==> config.mk <==
export PLATFORM = sky130hd
export DESIGN_NAME = cpu_bus_cycle_ctrl
export DESIGN_NICKNAME = d
export VERILOG_FILES = /design/src/cpu_bus_pkg.sv /design/src/data_fifo.sv /design/src/byte_lane_map.sv /design/src/cpu_bus_cycle_ctrl.sv
export VERILOG_INCLUDE_DIRS = /design/src
export SDC_FILE = /design/constraint.sdc
export NUM_CORES = 1
export LEC_CHECK = 0
export ABC_AREA = 1
export BUFFER_PORTS_ARGS = -buffer_cell sky130_fd_sc_hd__buf_2
export CAP_MARGIN = 40
export CORE_UTILIZATION = 62
export CTS_BUF_LIST = sky130_fd_sc_hd__clkbuf_2 sky130_fd_sc_hd__clkbuf_4 sky130_fd_sc_hd__clkbuf_8
export DETAILED_ROUTE_END_ITERATION = 6
export GPL_ROUTABILITY_DRIVEN = 0
export GPL_TIMING_DRIVEN = 0
export PLACE_DENSITY_LB_ADDON = 0.12
export SYNTH_ARGS = -nofsm -noshare
export SYNTH_HDL_FRONTEND = slang
export SYNTH_SLANG_ARGS = --single-unit
==> constraint.sdc <==
create_clock -name sys_clk -period 6.6 [get_ports sys_clk]
set_input_delay 0.66 -clock sys_clk [delete_from_list [all_inputs] [get_ports sys_clk]]
set_output_delay 0.66 -clock sys_clk [all_outputs]
set_load 0.005 [all_outputs]
==> src/cpu_bus_params.svh <==
`ifndef CPU_BUS_PARAMS_SVH
`define CPU_BUS_PARAMS_SVH

// Port width setting codes.
`define CYC_WIDTH_8 2'b00
`define CYC_WIDTH_16 2'b01
`define CYC_WIDTH_32 2'b10
`define CYC_WIDTH_RSVD 2'b11

// Byte-lane levels.
`define LANES_OFF 4'hf
`define LANE_UNUSED 1'b1

// Bus geometry and burst limits.
`define BUS_DATA_W 32
`define BEAT_CNT_W 3
`define MAX_BEATS 3'h4
`define ONE_BEAT 3'h1
`define WDATA_FIFO_DEPTH 4

`endif

==> src/cpu_bus_pkg.sv <==
`default_nettype none
package cpu_bus_pkg;
   typedef enum logic [1:0] {ST_IDLE, ST_ADDR, ST_DATA} cyc_state_t;
   typedef enum logic [1:0] {RESP_OK, RESP_FAULT, RESP_RETRY, RESP_BADWIDTH} resp_t;
endpackage
`default_nettype wire

==> src/data_fifo.sv <==
`include "cpu_bus_params.svh"
`default_nettype none
module data_fifo
#(
   parameter int WIDTH = `BUS_DATA_W,
   parameter int DEPTH = `WDATA_FIFO_DEPTH
)
(
   input wire logic sys_clk,
   input wire logic rst,
   input wire logic flush,
   input wire logic in_valid,
   output logic in_ready,
   input wire logic [WIDTH-1:0] in_data,
   output logic out_valid,
   input wire logic out_ready,
   output logic [WIDTH-1:0] out_data
);
   localparam int PW = (DEPTH > 1) ? $clog2(DEPTH) : 1;
   localparam int CW = $clog2(DEPTH + 1);

   logic [WIDTH-1:0] mem_reg [DEPTH];
   logic [WIDTH-1:0] mem_next [DEPTH];
   logic [PW-1:0] wr_ptr_reg, wr_ptr_next, rd_ptr_reg, rd_ptr_next;
   logic [CW-1:0] count_reg, count_next;
   logic push, pop;

   function automatic logic [PW-1:0] bump(input logic [PW-1:0] p);
      if (p == PW'(DEPTH - 1))
         bump = '0;
      else
         bump = p + PW'(1);
   endfunction

   assign in_ready = (count_reg != CW'(DEPTH));
   assign out_valid = (count_reg != '0);
   assign out_data = mem_reg[rd_ptr_reg];
   assign push = in_valid && in_ready;
   assign pop = out_valid && out_ready;

   always_comb
   begin
      mem_next = mem_reg;
      wr_ptr_next = wr_ptr_reg;
      rd_ptr_next = rd_ptr_reg;
      count_next = count_reg;
      if (flush)
      begin
         wr_ptr_next = '0;
         rd_ptr_next = '0;
         count_next = '0;
      end
      else
      begin
         if (push)
         begin
            mem_next[wr_ptr_reg] = in_data;
            wr_ptr_next = bump(wr_ptr_reg);
         end
         if (pop)
            rd_ptr_next = bump(rd_ptr_reg);
         if (push && !pop)
            count_next = count_reg + CW'(1);
         else if (pop && !push)
            count_next = count_reg - CW'(1);
      end
   end

   always_ff @(posedge sys_clk)
   begin
      if (rst)
      begin
         wr_ptr_reg <= '0;
         rd_ptr_reg <= '0;
         count_reg <= '0;
      end
      else
      begin
         wr_ptr_reg <= wr_ptr_next;
         rd_ptr_reg <= rd_ptr_next;
         count_reg <= count_next;
      end
      mem_reg <= mem_next;
   end
endmodule // data_fifo
`default_nettype wire

==> src/byte_lane_map.sv <==
`include "cpu_bus_params.svh"
`default_nettype none
module byte_lane_map
(
   input wire logic active,
   input wire logic [1:0] width_code,
   input wire logic [1:0] addr_low,
   input wire logic [3:0] lane_en,
   output logic [3:0] byte_lane_sel_n
);
   logic hi_en, lo_en;

   // A 16-bit port sees the two enables of the half word that the address selects.
   assign hi_en = addr_low[1] ? lane_en[3] : lane_en[1];
   assign lo_en = addr_low[1] ? lane_en[2] : lane_en[0];

   always_comb
   begin
      byte_lane_sel_n = `LANES_OFF;
      if (active)
      begin
         if (width_code == `CYC_WIDTH_32)
            byte_lane_sel_n = ~lane_en;
         else if (width_code == `CYC_WIDTH_16)
            byte_lane_sel_n = {~hi_en, `LANE_UNUSED, addr_low[1], ~lo_en};
         else if (width_code == `CYC_WIDTH_8)
            byte_lane_sel_n = {`LANE_UNUSED, `LANE_UNUSED, addr_low};
      end
   end
endmodule // byte_lane_map
`default_nettype wire

==> src/cpu_bus_cycle_ctrl.sv <==
`include "cpu_bus_params.svh"
`default_nettype none
// Function
// - The cycle output goes low in the address phase and stays low until the ack of the last item is sampled.
// - The instruction-or-data output is high for fetches and low for data for the whole cycle.
// - The direction output is high for writes and low for reads so transceivers can be steered.
// - The data enable goes low when the address cycle ends and returns high when the data cycle ends; a write also needs a buffered word.
// - A low retry input ends the current bus cycle.
// - A read ignores retry once its first data item has been accepted.
// - A write honours retry in every data cycle, the last one included.
// - The width setting decodes 00 as 8-bit, 01 as 16-bit, 10 as 32-bit, with 11 reserved.
module cpu_bus_cycle_ctrl
   import cpu_bus_pkg::*;
#(
   parameter int DATA_W = `BUS_DATA_W,
   parameter int FIFO_DEPTH = `WDATA_FIFO_DEPTH
)
(
   input wire logic sys_clk,
   input wire logic rst,
   input wire logic power_on_init_n,
   input wire logic reset_n,
   input wire logic [1:0] port_width,
   input wire logic req_valid,
   output logic req_ready,
   input wire logic req_write,
   input wire logic req_instr,
   input wire logic [DATA_W-1:0] req_addr,
   input wire logic [3:0] req_lanes,
   input wire logic [`BEAT_CNT_W-1:0] req_beats,
   input wire logic wr_valid,
   output logic wr_ready,
   input wire logic [DATA_W-1:0] wr_data,
   output logic rd_valid,
   output logic [DATA_W-1:0] rd_data,
   output logic done,
   output resp_t resp_code,
   output logic cold_boot,
   input wire logic [DATA_W-1:0] ad_in,
   output logic [DATA_W-1:0] ad_out,
   output logic ad_oe,
   output logic cycle_active_n,
   output logic instr_data,
   output logic rd_strobe_n,
   output logic wr_strobe_n,
   output logic data_phase_enable_n,
   output logic transceiver_direction,
   output logic last_data_n,
   output logic [3:0] byte_lane_sel_n,
   input wire logic ack_n,
   input wire logic transfer_fault_n,
   input wire logic retry_n
);
   cyc_state_t state_reg, state_next;
   logic [DATA_W-1:0] addr_reg, addr_next;
   logic [DATA_W-1:0] rd_data_reg, rd_data_next;
   logic [1:0] width_reg, width_next;
   logic [3:0] lanes_reg, lanes_next;
   logic [`BEAT_CNT_W-1:0] beats_reg, beats_next, beat_cnt_reg, beat_cnt_next;
   logic write_reg, write_next, instr_reg, instr_next;
   logic done_reg, done_next, rd_valid_reg, rd_valid_next;
   resp_t resp_reg, resp_next;
   logic cold_reg, cold_next;
   logic rst_all, in_data, beat_last, beat_take, retry_eff, fault, fifo_valid, fifo_pop, fifo_flush;
   logic [DATA_W-1:0] fifo_data;

   function automatic logic [2:0] item_bytes(input logic [1:0] w);
      if (w == `CYC_WIDTH_8)
         item_bytes = 3'h1;
      else if (w == `CYC_WIDTH_16)
         item_bytes = 3'h2;
      else
         item_bytes = 3'h4;
   endfunction

   function automatic logic [`BEAT_CNT_W-1:0] clamp_beats(input logic [`BEAT_CNT_W-1:0] b);
      if (b == '0)
         clamp_beats = `ONE_BEAT;
      else if (b > `MAX_BEATS)
         clamp_beats = `MAX_BEATS;
      else
         clamp_beats = b;
   endfunction

   // Either external reset input parks the bus exactly like the local reset.
   assign rst_all = rst || !power_on_init_n || !reset_n;

   assign in_data = (state_reg == ST_DATA);
   assign beat_last = (beat_cnt_reg == beats_reg - `ONE_BEAT);
   assign fault = in_data && !transfer_fault_n;
   // Once a read item is in, a retry would replay data already handed on, so it is ignored.
   assign retry_eff = in_data && !retry_n && (write_reg || beat_cnt_reg == '0);
   assign beat_take = !data_phase_enable_n && !ack_n;
   assign fifo_pop = in_data && write_reg && beat_take && !fault && !retry_eff;
   assign fifo_flush = in_data && write_reg && (fault || retry_eff);

   // The write data enable waits for a buffered word, which is how the drain side stalls.
   assign data_phase_enable_n = !(in_data && (!write_reg || fifo_valid));
   assign cycle_active_n = (state_reg == ST_IDLE);
   assign instr_data = !cycle_active_n && instr_reg;
   assign transceiver_direction = !cycle_active_n && write_reg;
   assign rd_strobe_n = cycle_active_n || write_reg;
   assign wr_strobe_n = cycle_active_n || !write_reg;
   assign last_data_n = !(in_data && beat_last);
   assign ad_oe = (state_reg == ST_ADDR) || (in_data && write_reg);
   assign ad_out = (state_reg == ST_ADDR) ? addr_reg : (in_data && write_reg) ? fifo_data : '0;
   assign req_ready = (state_reg == ST_IDLE);
   assign rd_valid = rd_valid_reg;
   assign rd_data = rd_data_reg;
   assign done = done_reg;
   assign resp_code = resp_reg;
   assign cold_boot = cold_reg;

   data_fifo #(.WIDTH(DATA_W), .DEPTH(FIFO_DEPTH)) u_wdata_fifo
   (
      .sys_clk(sys_clk),
      .rst(rst_all),
      .flush(fifo_flush),
      .in_valid(wr_valid),
      .in_ready(wr_ready),
      .in_data(wr_data),
      .out_valid(fifo_valid),
      .out_ready(fifo_pop),
      .out_data(fifo_data)
   );

   byte_lane_map u_lane_map
   (
      .active(!cycle_active_n),
      .width_code(width_reg),
      .addr_low(addr_reg[1:0]),
      .lane_en(lanes_reg),
      .byte_lane_sel_n(byte_lane_sel_n)
   );

   always_comb
   begin
      state_next = state_reg;
      addr_next = addr_reg;
      rd_data_next = rd_data_reg;
      width_next = width_reg;
      lanes_next = lanes_reg;
      beats_next = beats_reg;
      beat_cnt_next = beat_cnt_reg;
      write_next = write_reg;
      instr_next = instr_reg;
      done_next = 1'b0;
      rd_valid_next = 1'b0;
      resp_next = resp_reg;
      case (state_reg)
         ST_IDLE:
         begin
            if (req_valid)
            begin
               if (port_width == `CYC_WIDTH_RSVD)
               begin
                  done_next = 1'b1;
                  resp_next = RESP_BADWIDTH;
               end
               else
               begin
                  state_next = ST_ADDR;
                  addr_next = req_addr;
                  width_next = port_width;
                  lanes_next = req_lanes;
                  beats_next = clamp_beats(req_beats);
                  beat_cnt_next = '0;
                  write_next = req_write;
                  instr_next = req_instr;
               end
            end
         end
         ST_ADDR:
            state_next = ST_DATA;
         ST_DATA:
         begin
            // A fault outranks a retry, and both outrank an ack in the same cycle.
            if (fault)
            begin
               state_next = ST_IDLE;
               done_next = 1'b1;
               resp_next = RESP_FAULT;
            end
            else if (retry_eff)
            begin
               state_next = ST_IDLE;
               done_next = 1'b1;
               resp_next = RESP_RETRY;
            end
            else if (beat_take)
            begin
               if (!write_reg)
               begin
                  rd_data_next = ad_in;
                  rd_valid_next = 1'b1;
               end
               addr_next = addr_reg + {{(DATA_W - 3){1'b0}}, item_bytes(width_reg)};
               if (beat_last)
               begin
                  state_next = ST_IDLE;
                  done_next = 1'b1;
                  resp_next = RESP_OK;
               end
               else
                  beat_cnt_next = beat_cnt_reg + `ONE_BEAT;
            end
         end
         default:
            state_next = ST_IDLE;
      endcase
   end

   always_ff @(posedge sys_clk)
   begin
      if (rst_all)
      begin
         state_reg <= ST_IDLE;
         addr_reg <= '0;
         rd_data_reg <= '0;
         width_reg <= `CYC_WIDTH_32;
         lanes_reg <= '0;
         beats_reg <= `ONE_BEAT;
         beat_cnt_reg <= '0;
         write_reg <= 1'b0;
         instr_reg <= 1'b0;
         done_reg <= 1'b0;
         rd_valid_reg <= 1'b0;
         resp_reg <= RESP_OK;
      end
      else
      begin
         state_reg <= state_next;
         addr_reg <= addr_next;
         rd_data_reg <= rd_data_next;
         width_reg <= width_next;
         lanes_reg <= lanes_next;
         beats_reg <= beats_next;
         beat_cnt_reg <= beat_cnt_next;
         write_reg <= write_next;
         instr_reg <= instr_next;
         done_reg <= done_next;
         rd_valid_reg <= rd_valid_next;
         resp_reg <= resp_next;
      end
   end

   // Remembers whether the last reset was a power-on one; a warm reset without a power-on one, or the local reset, clears it.
   always_comb
   begin
      cold_next = cold_reg;
      if (!power_on_init_n)
         cold_next = 1'b1;
      else if (!reset_n)
         cold_next = 1'b0;
   end

   always_ff @(posedge sys_clk)
   begin
      if (rst)
         cold_reg <= 1'b0;
      else
         cold_reg <= cold_next;
   end

   AST_CYCLE_END: assert property (@(posedge sys_clk) disable iff (rst_all)
      (in_data && beat_take && beat_last && !fault && !retry_eff) |=> cycle_active_n && done && resp_code == RESP_OK)
      else $error("cycle did not end after the last ack");

   AST_CYCLE_START: assert property (@(posedge sys_clk) disable iff (rst_all)
      $fell(cycle_active_n) |-> ad_oe && data_phase_enable_n ##1 !cycle_active_n)
      else $error("cycle start lacks an address phase");

   AST_ID_STABLE: assert property (@(posedge sys_clk) disable iff (rst_all)
      (!cycle_active_n && !$past(cycle_active_n)) |-> $stable(instr_data))
      else $error("instruction/data indication changed inside a cycle");

   AST_DIRECTION: assert property (@(posedge sys_clk) disable iff (rst_all)
      !cycle_active_n |-> (transceiver_direction == !wr_strobe_n) && (rd_strobe_n != wr_strobe_n))
      else $error("direction disagrees with strobes");

   AST_READ_DEN: assert property (@(posedge sys_clk) disable iff (rst_all)
      ($fell(cycle_active_n) && !transceiver_direction) |=> !data_phase_enable_n)
      else $error("read data enable not asserted after the address cycle");

   AST_DEN_END: assert property (@(posedge sys_clk) disable iff (rst_all)
      !data_phase_enable_n |-> !cycle_active_n && !ad_oe || transceiver_direction)
      else $error("data enable outside a data cycle");

   AST_READ_CAPTURE: assert property (@(posedge sys_clk) disable iff (rst_all)
      (in_data && !write_reg && beat_take && !fault && !retry_eff) |=> rd_valid && rd_data == $past(ad_in))
      else $error("read data not captured on ack");

   AST_FAULT_END: assert property (@(posedge sys_clk) disable iff (rst_all)
      fault |=> cycle_active_n && done && resp_code == RESP_FAULT)
      else $error("bus fault did not end the cycle");

   AST_READ_RETRY_IGNORED: assert property (@(posedge sys_clk) disable iff (rst_all)
      (in_data && !write_reg && beat_cnt_reg != '0 && !retry_n && transfer_fault_n)
      |=> !(done && resp_code == RESP_RETRY))
      else $error("retry honoured after the first read item");

   AST_WRITE_RETRY: assert property (@(posedge sys_clk) disable iff (rst_all)
      (in_data && write_reg && !retry_n && transfer_fault_n) |=> done && resp_code == RESP_RETRY && cycle_active_n)
      else $error("retry not honoured during a write");

   AST_NARROW_LANES: assert property (@(posedge sys_clk) disable iff (rst_all)
      (!cycle_active_n && width_reg == `CYC_WIDTH_8)
      |-> byte_lane_sel_n[3:2] == 2'b11 && byte_lane_sel_n[1:0] == addr_reg[1:0])
      else $error("8-bit lane pattern wrong");

   AST_LAST_FLAG: assert property (@(posedge sys_clk) disable iff (rst_all)
      (!last_data_n && !data_phase_enable_n && !ack_n && transfer_fault_n && retry_n) |=> cycle_active_n && done)
      else $error("last data flag not tied to the final phase");

   AST_BAD_WIDTH: assert property (@(posedge sys_clk) disable iff (rst_all)
      (req_valid && req_ready && port_width == `CYC_WIDTH_RSVD)
      |=> done && resp_code == RESP_BADWIDTH && cycle_active_n)
      else $error("reserved width not refused");

   AST_RESET_PARK: assert property (@(posedge sys_clk)
      (!power_on_init_n || !reset_n) |=> cycle_active_n && data_phase_enable_n)
      else $error("external reset did not park the bus");

   COV_READ_BURST: cover property (@(posedge sys_clk) disable iff (rst_all)
      in_data && !write_reg && beat_take && beat_last && beats_reg == `MAX_BEATS);
   COV_WRITE_STALL: cover property (@(posedge sys_clk) disable iff (rst_all)
      in_data && write_reg && !fifo_valid);
   COV_WRITE_RETRY_LAST: cover property (@(posedge sys_clk) disable iff (rst_all)
      in_data && write_reg && beat_last && !retry_n && transfer_fault_n);
   COV_FAULT: cover property (@(posedge sys_clk) disable iff (rst_all) fault);
endmodule // cpu_bus_cycle_ctrl
`default_nettype wire

# [Word-level counts from Yosys, hierarchy flattened]
# Index checks and enable logic that the tools add are counted.
[op_classes] addsub=7 order_cmp=4 mux=61 bitwise=12 reduce_logical=55 eq_ne=19
[op_table] op="2-to-1 mux 32 bit" n=10
[op_table] op="bitwise mux 128 bit" n=1
[op_table] op="binary-select mux 32 bit (select 2 bit)" n=1
[op_table] op="demux 32 bit (select 2 bit)" n=1
[op_table] op="case mux 32 bit (2 select lines)" n=1
[op_table] op="2-to-1 mux 3 bit" n=16
[op_table] op="adder 32 x 3 -> 32 bit" n=1
[op_table] op="2-to-1 mux 2 bit" n=13
[op_table] op="logical AND 1 bit" n=18
[op_table] op="logical NOT 1 bit" n=13
[op_table] op="2-to-1 mux 4 bit" n=3
[op_table] op="inequality test 2 bit (second input constant)" n=6
[op_table] op="2-to-1 mux 1 bit" n=11
[op_table] op="== test 2 bit (second input constant)" n=5
[op_table] op="AND reduction 5 bit" n=2
[op_table] op="NOT 1 bit" n=9
[op_table] op="logical OR 1 bit" n=8
[op_table] op="inequality test 4 x 1 -> 1 bit (second input constant)" n=2
[op_table] op="AND reduction 7 bit" n=1
[op_table] op="adder 3 x 1 -> 3 bit (second input constant)" n=2
[op_table] op=">= comparator 3 bit (second input constant)" n=2
[op_table] op="logical NOT 3 bit" n=2
[op_table] op="NOT 2 -> 3 bit" n=2
[op_table] op="case mux 2 bit (3 select lines)" n=1
[op_table] op="other kinds (21)" n=27
[word_totals] regBits=220 out_inout_bits=83 input_bits=116 wordCells=178

# [Depth between registers and ports, before layout]
# Gate-level depths: netlist (run 1).
[depth] word_depth=13 depth_mapped=14 mapped_depth_nobuf=14

# [Hierarchy]
# From an unflattened synthesis (run 1), not the netlist that was laid out.
[hier_totals] hier_cells=1214 hier_area_um2=10279.9
[modules_own_cells] mod="data_fifo" n_inst=1 seq_area_each_um2=3983.8 cells_each=378 area_each_um2=5206.2
[modules_own_cells] mod="cpu_bus_cycle_ctrl" n_inst=1 seq_area_each_um2=1701.6 cells_each=806 area_each_um2=4944.7
[modules_own_cells] mod="byte_lane_map" n_inst=1 seq_area_each_um2=0.0 cells_each=30 area_each_um2=128.9

# [Least setup slack after synthesis (run 1)]
# Ideal clock, no wire load.
[synth_path] path_kind="input-to-reg" from="input wr_valid" to="register u_wdata_fifo.mem_reg[0] (netlist bit) (enable)" cell_stages=3 required_time_ns=6.179 setup_time_ns=0.421 setup_slack_ns=3.502 path_buffers=0 arrival_time_ns=2.677 cell_sequence="a21boi_0 o21ai_0 nor2_1"
[synth_between] elab_chain_cells=2
[synth_rtl] item="from (decl)" line="cpu_bus_cycle_ctrl.sv:31" rtl="input wire logic wr_valid,"
[synth_rtl] item="logical AND 1 bit" line="data_fifo.sv:38" rtl="assign push = in_valid && in_ready;"
[synth_rtl] item="AND reduction 2 bit (no line)"
[synth_rtl] item="to (signal assigned)" line="data_fifo.sv:83" rtl="mem_reg <= mem_next;"
[synth_rtl] item="to (decl)" line="data_fifo.sv:22" rtl="logic [WIDTH-1:0] mem_reg [DEPTH];"
# No other way between the ends.
# A chain may end at the register's enable or synchronous reset.

# [Worst setup path in the final report (run 1)]
[layout_path] from="register u_wdata_fifo.rd_ptr_reg[0]" to="output ad_out[29]"
[layout_between] elab_chain_cells=6
[layout_rtl] item="from (decl)" line="data_fifo.sv:24" rtl="logic [PW-1:0] wr_ptr_reg, wr_ptr_next, rd_ptr_reg, rd_ptr_next;"
[layout_rtl] item="from (signal assigned)" line="data_fifo.sv:80" rtl="rd_ptr_reg <= rd_ptr_next;"
[layout_rtl] item="NOT 2 -> 3 bit (not written as such)" line="data_fifo.sv:37" rtl="assign out_data = mem_reg[rd_ptr_reg];"
[layout_rtl] item="binary-select mux 32 bit (select 2 bit)" line="data_fifo.sv:37"
[layout_rtl] item="2-to-1 mux 32 bit (not written as such) (2 in a row)" line="data_fifo.sv:37"
[layout_rtl] item="2-to-1 mux 32 bit (2 in a row)" line="cpu_bus_cycle_ctrl.sv:106" rtl="assign ad_out = (state_reg == ST_ADDR) ? addr_reg : (in_data && write_reg) ? fifo_data : '0;"
[layout_rtl] item="to (decl)" line="cpu_bus_cycle_ctrl.sv:40" rtl="output logic [DATA_W-1:0] ad_out,"
# No other way between the ends. The select of a mux whose other input is x is not followed.

==> results of run 1 <==
## synthesized netlist by cell type, types with 8 or more instances
master | count | area (µm²)
a21oi_1 | 135 | 676
buf_2 | 8 | 40.0
nor2_1 | 119 | 447
a221o_1 | 32 | 320
o21ai_1 | 9 | 45.0
o21ai_0 | 89 | 445
nor2_2 | 18 | 113
dfxtp_1 | 92 | 1840
a21oi_2 | 8 | 70.1
nand2_1 | 279 | 1050
clkbuf_1 | 37 | 139
edfxtp_1 | 128 | 3840
nand3_1 | 58 | 290
ha_1 | 13 | 163
inv_1 | 106 | 398
## layer usage
layer	global-route usage [%]	vias up	share of wire [%]
li1	-	4476	-
met1	45.4	4405	39
met2	54.5	558	47
met3	6.60	101	10
met4	16.3	0	3.8
met5	0	-	0
## power by group
part	leakage, nW	internal [mW]	switching (mW)
Clock	0.382	0.635	0.550
Sequential	1.92	1.48	0.0114
Combinational	2.57	0.0627	0.0991
Total	4.87	2.17	0.660
## cells by family after synthesis
group                      Yosys count  synth area share (%)
adders and majority gates           15                  1.97
buffers and inverters              169                  6.82
DFF                                220                  55.3
AOI/OAI and AO/OA                  281                  15.7
xor gates and xnor gates             6                 0.511
muxes                                1                0.0974
and+or+nand+nor                    490                  19.6
## how the worst max path moves through the flow
| stage | to | slack [ps] |
|---|---|---|
| 6_report | ad_out[29] | 3250 |
| 5_1_grt | ad_out[29] | 3180 |
| 4_1_cts | ad_out[29] | 3320 |
| 3_5_place_dp | u_wdata_fifo.mem_reg[114] | 3460 |
| 3_3_place_gp | u_wdata_fifo.mem_reg[50] | 2210 |
| 2_1_floorplan | u_wdata_fifo.mem_reg[0] | 3500 |
## critical path, delay by kind of cell, from the launching register on
family	cells	cell delay, ps
AOI/OAI and AO/OA	3	690
buffers and inverters	3	960
DFF	1	500
## layout make-up
class | instances | area share (%)
clock inverter | 12 | 0.535
multi-input combinational | 793 | 31.7
sequential | 220 | 45.9
tap | 216 | 2.18
clock buffer | 53 | 5.23
timing repair buffer | 203 | 8.86
buffer | 58 | 2.29
inverter | 111 | 3.36
antenna | 2 | 0.0404
## cell usage in the layout (no fill, tap or decap), types with 5 or more instances in the layout
cell,synthesis,routed
clkbuf_1,37,37
nor2_4,1,5
o21ai_1,9,9
dfxtp_1,92,92
nor2_2,18,18
a21oi_1,135,135
clkbuf_8,0,40
inv_1,106,106
nand3_1,58,58
clkbuf_4,0,13
a221o_1,32,32
a21oi_2,8,8
o21ai_0,89,89
edfxtp_1,128,128
clkinv_1,0,7
nor2_1,119,115
ha_1,13,13
nand2_1,279,279
buf_2,8,207
inv_2,5,5
buf_6,6,6
==> impl_metrics.json, run 1 <==
{
  "cts_setup_buffers": 0,
  "seqCellArea_um2": 5690,
  "synthCells": 1182,
  "cts.sinks": 220,
  "fin_cells": 1668,
  "utilization_pct": 77.2,
  "ys_warn_count": 0,
  "hold_depth": 2,
  "slowest_stage": "dfxtp_1",
  "portBuffers": 198,
  "synth-seq-cells": 220,
  "min_period_ps": 3350,
  "start_util_pct": 64.0,
  "drv_slew": 0,
  "grt_pass1_wl_um": 43600,
  "cp_max_fo": 10,
  "reg2regPathDepth": 6,
  "hp-start": "rst",
  "drt-wirelength-per-cell_um": 17.7,
  "ant_nets": 0,
  "die-height_um": 131,
  "grt_setup_unrepaired": "false",
  "synthesis.nets": 1313,
  "overflow": 0,
  "grt_max_degree": 26,
  "final_hold_viol_count": 0,
  "htreeDepth": 2,
  "coreArea_um2": 16100,
  "nFillCells": 1159,
  "power_density_nw_per_um2": 228,
  "cts.clk_slew.worst_paths_ps": 60,
  "cap_violations": 0,
  "placedCellCount": 1601,
  "yosysUniqueCellTypes": 36,
  "ys_seq_area_share_pct": 55.3,
  "synth.avg_cell_area_um2": 8.70,
  "worst_pin_slew_ps": 797,
  "hold_ws_ps": 282,
  "hold_class": "in -> reg",
  "clockRootBuffer": "clkbuf_8",
  "r2r_slack_ps": 3670,
  "vias": 9540,
  "status": "finished, final reports clean",
  "slew_headroom_pct": 46.3,
  "power.total_mw": 2.83,
  "path_common_cell": "buf_2",
  "cts_made_buffers": 36,
  "dp_hpwl_um": 20300,
  "cts_tree": "built",
  "multi_input_area_um2": 3930,
  "finalInstanceArea_um2": 12400,
  "cp_data_arrival_time_ps": 2690,
  "cp-startpoint": "u_wdata_fifo.rd_ptr_reg[0]",
  "hold_end": "cold_boot",
  "grtUsageTotal_pct": 34.2,
  "hold_buffers": 0,
  "via_per_inst": 5.72,
  "worstSetupPathType": "reg -> out",
  "preCtsSetupSlack_ps": 3460,
  "largest_reg_flops": 128,
  "power.leakage_nw": 4.87,
  "reg2reg_from": "u_wdata_fifo.count_reg[0]",
  "rows": 46,
  "finalSetupViolCount": 0,
  "worstPathCellList": "buf_2 -> clkbuf_1 -> a21oi_1 -> a221o_1 -> o21ai_0 -> buf_2",
  "die_area_um2": 17100,
  "finClkSkew_ps": 20.7,
  "worst_slack_ps": 3250,
  "critPathCaptureType": "primary output",
  "critical-path-max-stage-delay_ps": 500,
  "required_ps": 5940,
  "die_x_um": 131,
  "timing.fmax_ghz": 0.299,
  "drive_gt1_share_pct": 22.2,
  "ios": 199,
  "postCtsResizedCells": 0,
  "nNetsFinal": 1554,
  "critPathLaunchType": "flop",
  "syn-cell-area_um2": 10300,
  "cts_buffer_depth": 3,
  "drtPass1Iterations": 6,
  "dpl_cell_area_um2": 11700,
  "drt_iter0_drc": 1193,
  "area_growth_pct": 20.6,
  "drt-total-wl_um": 29500,
  "grt_antenna_before_repair": 2,
  "post-route-drc-count": 0,
  "grt_pass1_vias": 8591,
  "synth_ff_type": "edfxtp_1",
  "ir_drop_mv": 0.268,
  "synth_edf_count": 128,
  "fin_crit_sh_pct": 50.7,
  "r2r-end": "u_wdata_fifo.mem_reg[118]",
  "ys_async_sr_fraction_pct": 0,
  "clk_latency_ps": 550,
  "fin_setup_tns_ps": 0
}
No activity file was read; power rests on OpenSTA's default activity.
==> run 2, diff against run 1 <==
--- a/config.mk
+++ b/config.mk
@@ -6,10 +6,10 @@
 export SDC_FILE = /design/constraint.sdc
 export NUM_CORES = 1
 export LEC_CHECK = 0
-export ABC_AREA = 1
+export ABC_AREA = 0
 export BUFFER_PORTS_ARGS = -buffer_cell sky130_fd_sc_hd__buf_2
 export CAP_MARGIN = 40
-export CORE_UTILIZATION = 62
+export CORE_UTILIZATION = 51
 export CTS_BUF_LIST = sky130_fd_sc_hd__clkbuf_2 sky130_fd_sc_hd__clkbuf_4 sky130_fd_sc_hd__clkbuf_8
 export DETAILED_ROUTE_END_ITERATION = 6
 export GPL_ROUTABILITY_DRIVEN = 0
==> constraint.sdc (replaced) <==
create_clock -name sys_clk -period 2.7 [get_ports sys_clk]
set_input_delay 0.27 -clock sys_clk [delete_from_list [all_inputs] [get_ports sys_clk]]
set_output_delay 0.27 -clock sys_clk [all_outputs]
set_load 0.005 [all_outputs]
==> impl_metrics.json, run 2 <==
{
  "status": "finished, final reports clean",
  "synth_common_cells": "145 x nand2_1, 128 x edfxtp_1, 92 x dfxtp_1",
  "critPathCaptureType": "primary output",
  "grt_max_degree": 33,
  "drt_iter0_drc": 496,
  "dp_hpwl_um": 18100,
  "grtUsageTotal_pct": 27.2,
  "synth.avg_cell_area_um2": 11.6,
  "syn-cell-area_um2": 9760,
  "reg2regPathDepth": 8,
  "yosysUniqueCellTypes": 60,
  "cp_data_arrival_time_ps": 2340,
  "utilization_pct": 68.3,
  "largest_reg_flops": 128,
  "fin_setup_tns_ps": 0,
  "grt_antenna_before_repair": 2,
  "worstSetupPathType": "reg -> out",
  "drt-total-wl_um": 26600,
  "worstPathCellList": "nor2b_1 -> clkbuf_1 -> clkbuf_1 -> a22o_1 -> buf_2",
  "min_period_ps": 2610,
  "cts.sinks": 220,
  "drive_gt1_share_pct": 29.3,
  "ios": 199,
  "drt-wirelength-per-cell_um": 18.7,
  "cts.clk_slew.worst_paths_ps": 60,
  "clockRootBuffer": "clkbuf_8",
  "htreeDepth": 2,
  "nFillCells": 1397,
  "synthCells": 842,
  "power.leakage_nw": 4.85,
  "grt_pass1_vias": 7802,
  "portBuffers": 198,
  "clk_latency_ps": 530,
  "synth_ff_type": "edfxtp_1",
  "ys_async_sr_fraction_pct": 0,
  "overflow": 0,
  "synth_top_cell_by_area": "edfxtp_1",
  "hold_end": "rd_data[25]",
  "slew_headroom_pct": 39.6,
  "ant_nets": 0,
  "via_per_inst": 5.70,
  "drv_slew": 0,
  "die-height_um": 140,
  "die_area_um2": 19700,
  "cp_max_fo": 10,
  "reg2reg_from": "width_reg[0]",
  "synth.most_common_cell": "nand2_1",
  "synth_edf_count": 128,
  "worst_pin_slew_ps": 898,
  "power.total_mw": 7.32,
  "final_hold_viol_count": 0,
  "finalSetupViolCount": 0,
  "hp-start": "ad_in[25]",
  "cts_buffer_depth": 3,
  "synth_area_leaders": "edfxtp_1 39%, dfxtp_1 19%, mux4_2 7.4%, nand2_1 5.6%, a21oi_1 3.6%",
  "post-route-drc-count": 0,
  "synthesis.nets": 973,
  "netlist.area_leader.share_pct": 39.4,
  "start_util_pct": 52.2,
  "synth-seq-cells": 220,
  "power_density_nw_per_um2": 573,
  "vias": 8100,
  "r2r_slack_ps": 180,
  "ys_seq_area_share_pct": 58.3,
  "nNetsFinal": 1289,
  "cts_tree": "built",
  "cp-startpoint": "state_reg[0]",
  "hold_ws_ps": 21.8,
  "preCtsSetupSlack_ps": -333,
  "most-common-layout-cells": "203 x buf_2, 145 x nand2_1, 128 x edfxtp_1, 91 x dfxtp_1",
  "ys_warn_count": 0,
  "critPathLaunchType": "flop",
  "area_growth_pct": 30.9,
  "finClkSkew_ps": 28.5,
  "path_buf_inv": 3,
  "cap_violations": 0,
  "cts_made_buffers": 37,
  "fin_crit_sh_pct": 96.5,
  "final_common_cell": "buf_2",
  "coreArea_um2": 18700,
  "critical-path-max-stage-delay_ps": 460,
  "timing.fmax_ghz": 0.384,
  "hold_class": "in -> reg",
  "drtPass1Iterations": 5,
  "path_common_cell": "clkbuf_1",
  "grt_pass1_wl_um": 41100,
  "slowest_stage": "clkbuf_1",
  "hold_depth": 3,
  "required_ps": 2430,
  "worst_slack_ps": 95.0,
  "ir_drop_mv": 0.481,
  "rows": 50,
  "crit_family": "buffers and inverters",
  "die_x_um": 140,
  "r2r-end": "addr_reg[11]"
}
-- run 2: worst max-delay path by stage --
stage	cells past startpoint	endpoint	slack [ps]
after floorplan	11	u_wdata_fifo.count_reg[2]	90
after global placement	9	u_wdata_fifo.count_reg[1]	-400
after detailed placement	10	u_wdata_fifo.count_reg[1]	-330
after CTS	5	ad_out[20]	4
after global routing	8	addr_reg[11]	-2
final	5	ad_out[24]	90
-- run 2: repair_timing --
item,in CTS,in global routing
pin swaps,1,1
setup endpoints to repair,36,44
endpoints found under the hold margin,164,0
gates resized for setup,14,26
gates cloned,0,1
hold buffers,69,0
buffers inserted,1,2
-- run 2: logic make-up after synthesis --
group / after synthesis / share of synthesized area (%)
AND/OR/NAND/NOR: 281 / 13.6
flip-flops: 220 / 58.3
AO/OA/AOI/OAI: 202 / 14.0
buffers and inverters: 79 / 3.23
multiplexers: 38 / 8.01
adder cells (fa/ha/maj): 15 / 2.08
XOR/XNOR: 7 / 0.782
-- run 2: worst reg2reg max path: stages, from the launching register on --
cell and delay [ps]:
dfxtp_1 450, nor2b_2 300, ha_1 270, a21o_1 180, a21oi_1 370, clkbuf_2 330
nor3_1 130, a22o_1 200, a32o_1 200
-- run 2: cell type report --
type / instances / area, µm² / area share, %
Inverter: 18 / 67.6 / 0.529
Timing Repair Buffer: 278 / 1820 / 14.3
Buffer: 60 / 270 / 2.12
Clock buffer: 56 / 689 / 5.40
Antenna cell: 1 / 2.50 / 0.0196
Sequential cell: 220 / 5690 / 44.5
Clock inverter: 11 / 125 / 0.979
Multi-Input combinational cell: 543 / 3820 / 29.9
Tap cell: 234 / 293 / 2.29
-- run 2: power breakdown --
| group | internal (mW) | total (mW) | switching, mW |
|---|---|---|---|
| registers | 3.61 | 3.64 | 0.0326 |
| clock network | 1.92 | 3.22 | 1.30 |
| logic | 0.230 | 0.461 | 0.230 |
-- run 2: per-stage QoR --
stage	cells	instance area (µm²)
floorplan	842	9760
global placement	1274	11000
detailed placement	1281	11200
CTS	1417	12700
global route	1420	12800
finish	1421	12800
-- run 2: layer usage --
| layer | routed length (µm) | vias to the layer above | track usage (%) |
|---|---|---|---|
| li1 | - | 3821 | - |
| met1 | 11100 | 3859 | 35.5 |
| met2 | 12600 | 366 | 45.0 |
| met3 | 2220 | 52 | 5.33 |
| met4 | 623 | 2 | 10.2 |
| met5 | 15 | - | 0 |
==> run 3, diff against run 2 <==
--- a/config.mk
+++ b/config.mk
@@ -9,6 +9,7 @@
 export ABC_AREA = 0
 export BUFFER_PORTS_ARGS = -buffer_cell sky130_fd_sc_hd__buf_2
 export CAP_MARGIN = 40
+export CORE_MARGIN = 4
 export CORE_UTILIZATION = 51
 export CTS_BUF_LIST = sky130_fd_sc_hd__clkbuf_2 sky130_fd_sc_hd__clkbuf_4 sky130_fd_sc_hd__clkbuf_8
 export DETAILED_ROUTE_END_ITERATION = 6
==> impl_metrics.json, run 3 (synthesized netlist as in run 2, its figures left out) <==
{
  "status": "finished, final reports clean",
  "htreeDepth": 2,
  "grt_antenna_before_repair": 1,
  "gr-usage-met2_pct": 42.2,
  "critPathLaunchType": "flop",
  "min_period_ps": 2580,
  "post-route-drc-count": 0,
  "drtPass1Iterations": 5,
  "die_x_um": 146,
  "grtUsageTotal_pct": 25.5,
  "r2r-end": "u_wdata_fifo.count_reg[1]",
  "worst_pin_slew_ps": 902,
  "finalSetupViolCount": 0,
  "met1_usage_pct": 34.6,
  "grt_pass1_wl_um": 43500,
  "seqCellArea_um2": 5690,
  "overflow": 0,
  "cts_tree": "built",
  "die-height_um": 146,
  "grt_max_degree": 33,
  "finClkSkew_ps": 31.9,
  "reg2regPathDepth": 9,
  "timing.fmax_ghz": 0.387,
  "portBuffers": 198,
  "die_area_um2": 21400,
  "hp-start": "wr_valid",
  "most-common-layout-cells": "204 x buf_2, 145 x nand2_1, 128 x edfxtp_1, 91 x dfxtp_1, 73 x dlygate4sd3_1",
  "nNetsFinal": 1291,
  "rows": 50,
  "num_antenna_cells": 0,
  "dp_hpwl_um": 18800,
  "cp_max_fo": 10,
  "largest_reg_flops": 128,
  "drive_gt1_share_pct": 29.6,
  "clk_latency_ps": 550,
  "drt_iter0_drc": 502,
  "nFillCells": 1415,
  "cts_made_buffers": 38,
  "worstSetupPathType": "reg -> out",
  "critPathCaptureType": "primary output",
  "start_util_pct": 52.0,
  "drt-total-wl_um": 27700,
  "vias": 8067,
  "hold_ws_ps": 29.3,
  "grt_util_met3_pct": 4.75,
  "preCtsSetupSlack_ps": -229,
  "slew_headroom_pct": 39.4,
  "cts.clk_slew.worst_paths_ps": 50,
  "hold_depth": 3,
  "power.leakage_nw": 4.84,
  "grt_pass1_vias": 7889,
  "via_per_inst": 5.68,
  "final_hold_viol_count": 0,
  "area_growth_pct": 30.7,
  "hold_end": "u_wdata_fifo.wr_ptr_reg[1]",
  "required_ps": 2430,
  "fin_crit_sh_pct": 95.7,
  "cts.sinks": 220,
  "multi_input_area_um2": 3820,
  "ir_drop_mv": 0.391,
  "drt-wirelength-per-cell_um": 19.5,
  "final_common_cell": "buf_2",
  "drv_slew": 0,
  "grt.busiest_layer": "met2",
  "worst_slack_ps": 115,
  "ant_nets": 0,
  "ios": 199,
  "hold_class": "in -> reg",
  "r2r_slack_ps": 170,
  "cap_violations": 0,
  "power_density_nw_per_um2": 560,
  "clockRootBuffer": "clkbuf_8",
  "coreArea_um2": 18800,
  "cts_buffer_depth": 3,
  "reg2reg_from": "state_reg[0]",
  "cp_data_arrival_time_ps": 2310
}
## run 3: cell count changes in the layout (fill, tap and decap cells not counted), moves of 2 or more
cell           previous run  this run
bufinv_16                 3         0
clkbuf_2                 16        13
clkbuf_4                 15        17
clkinv_1                  7         1
clkinv_2                  0         4
dlygate4sd3_1            69        73
## run 3: worst max-delay path by stage
stage	startpoint	endpoint	depth (start not counted)
2_1_floorplan	u_wdata_fifo.count_reg[0]	u_wdata_fifo.count_reg[2]	11
3_3_place_gp	state_reg[0]	u_wdata_fifo.count_reg[1]	9
3_5_place_dp	beat_cnt_reg[0]	u_wdata_fifo.count_reg[2]	13
4_1_cts	u_wdata_fifo.rd_ptr_reg[0]	ad_out[20]	6
5_1_grt	state_reg[0]	u_wdata_fifo.count_reg[2]	11
6_report	state_reg[0]	ad_out[8]	5
## run 3: power breakdown
part	switching [mW]	internal [mW]	leakage [nW]	total, mW
combinational	0.232	0.234	2.51	0.466
clock	1.32	1.71	0.413	3.03
sequential	0.0331	3.61	1.92	3.64
total	1.59	5.55	4.84	7.14
## run 3: cell type report
| cell class | instances | area share, % |
|---|---|---|
| inverter | 18 | 0.530 |
| sequential | 220 | 44.6 |
| buffer | 59 | 2.07 |
| clock inverter | 7 | 0.334 |
| tap | 234 | 2.30 |
| multi-input combinational | 543 | 30.0 |
| timing repair buffer | 280 | 14.5 |
| clock buffer | 60 | 5.69 |
## run 3: timing repair
item                                    4_1_cts  5_1_grt
endpoints found under the setup margin       36       40
hold buffers                                 73        0
pin swaps                                     0        1
endpoints found under the hold margin       168        0
gates resized for setup                      15       19
setup buffers                                 0        2
## run 3: layer usage
metal	share of wire [%]	wire length, µm
met2	49	13600
met5	0.047	13
met4	1.9	514
met1	41	11300
met3	8.4	2320
## run 3: per-stage QoR
step | instance area [µm²] | TNS [ps] | power (mW) | utilization [%] | cells
finish | 12700 | 0 | 7.14 | 67.9 | 1421
global route | 12700 | -0.968 | 7.42 | 67.9 | 1421
CTS | 12700 | 0 | 7.19 | 67.6 | 1420
detailed placement | 11200 | -631 | 4.08 | 59.5 | 1281
global placement | 11000 | -35250 | 4.07 | 58.9 | 1274
floorplan | 9760 | 0 | 3.89 | - | 842
## run 3: critical path, stage by stage, from the launching register on
cell and delay (ps):
dfxtp_1 420, nor2b_1 160, clkbuf_1 380, clkbuf_1 450
a22o_1 250, buf_2 130
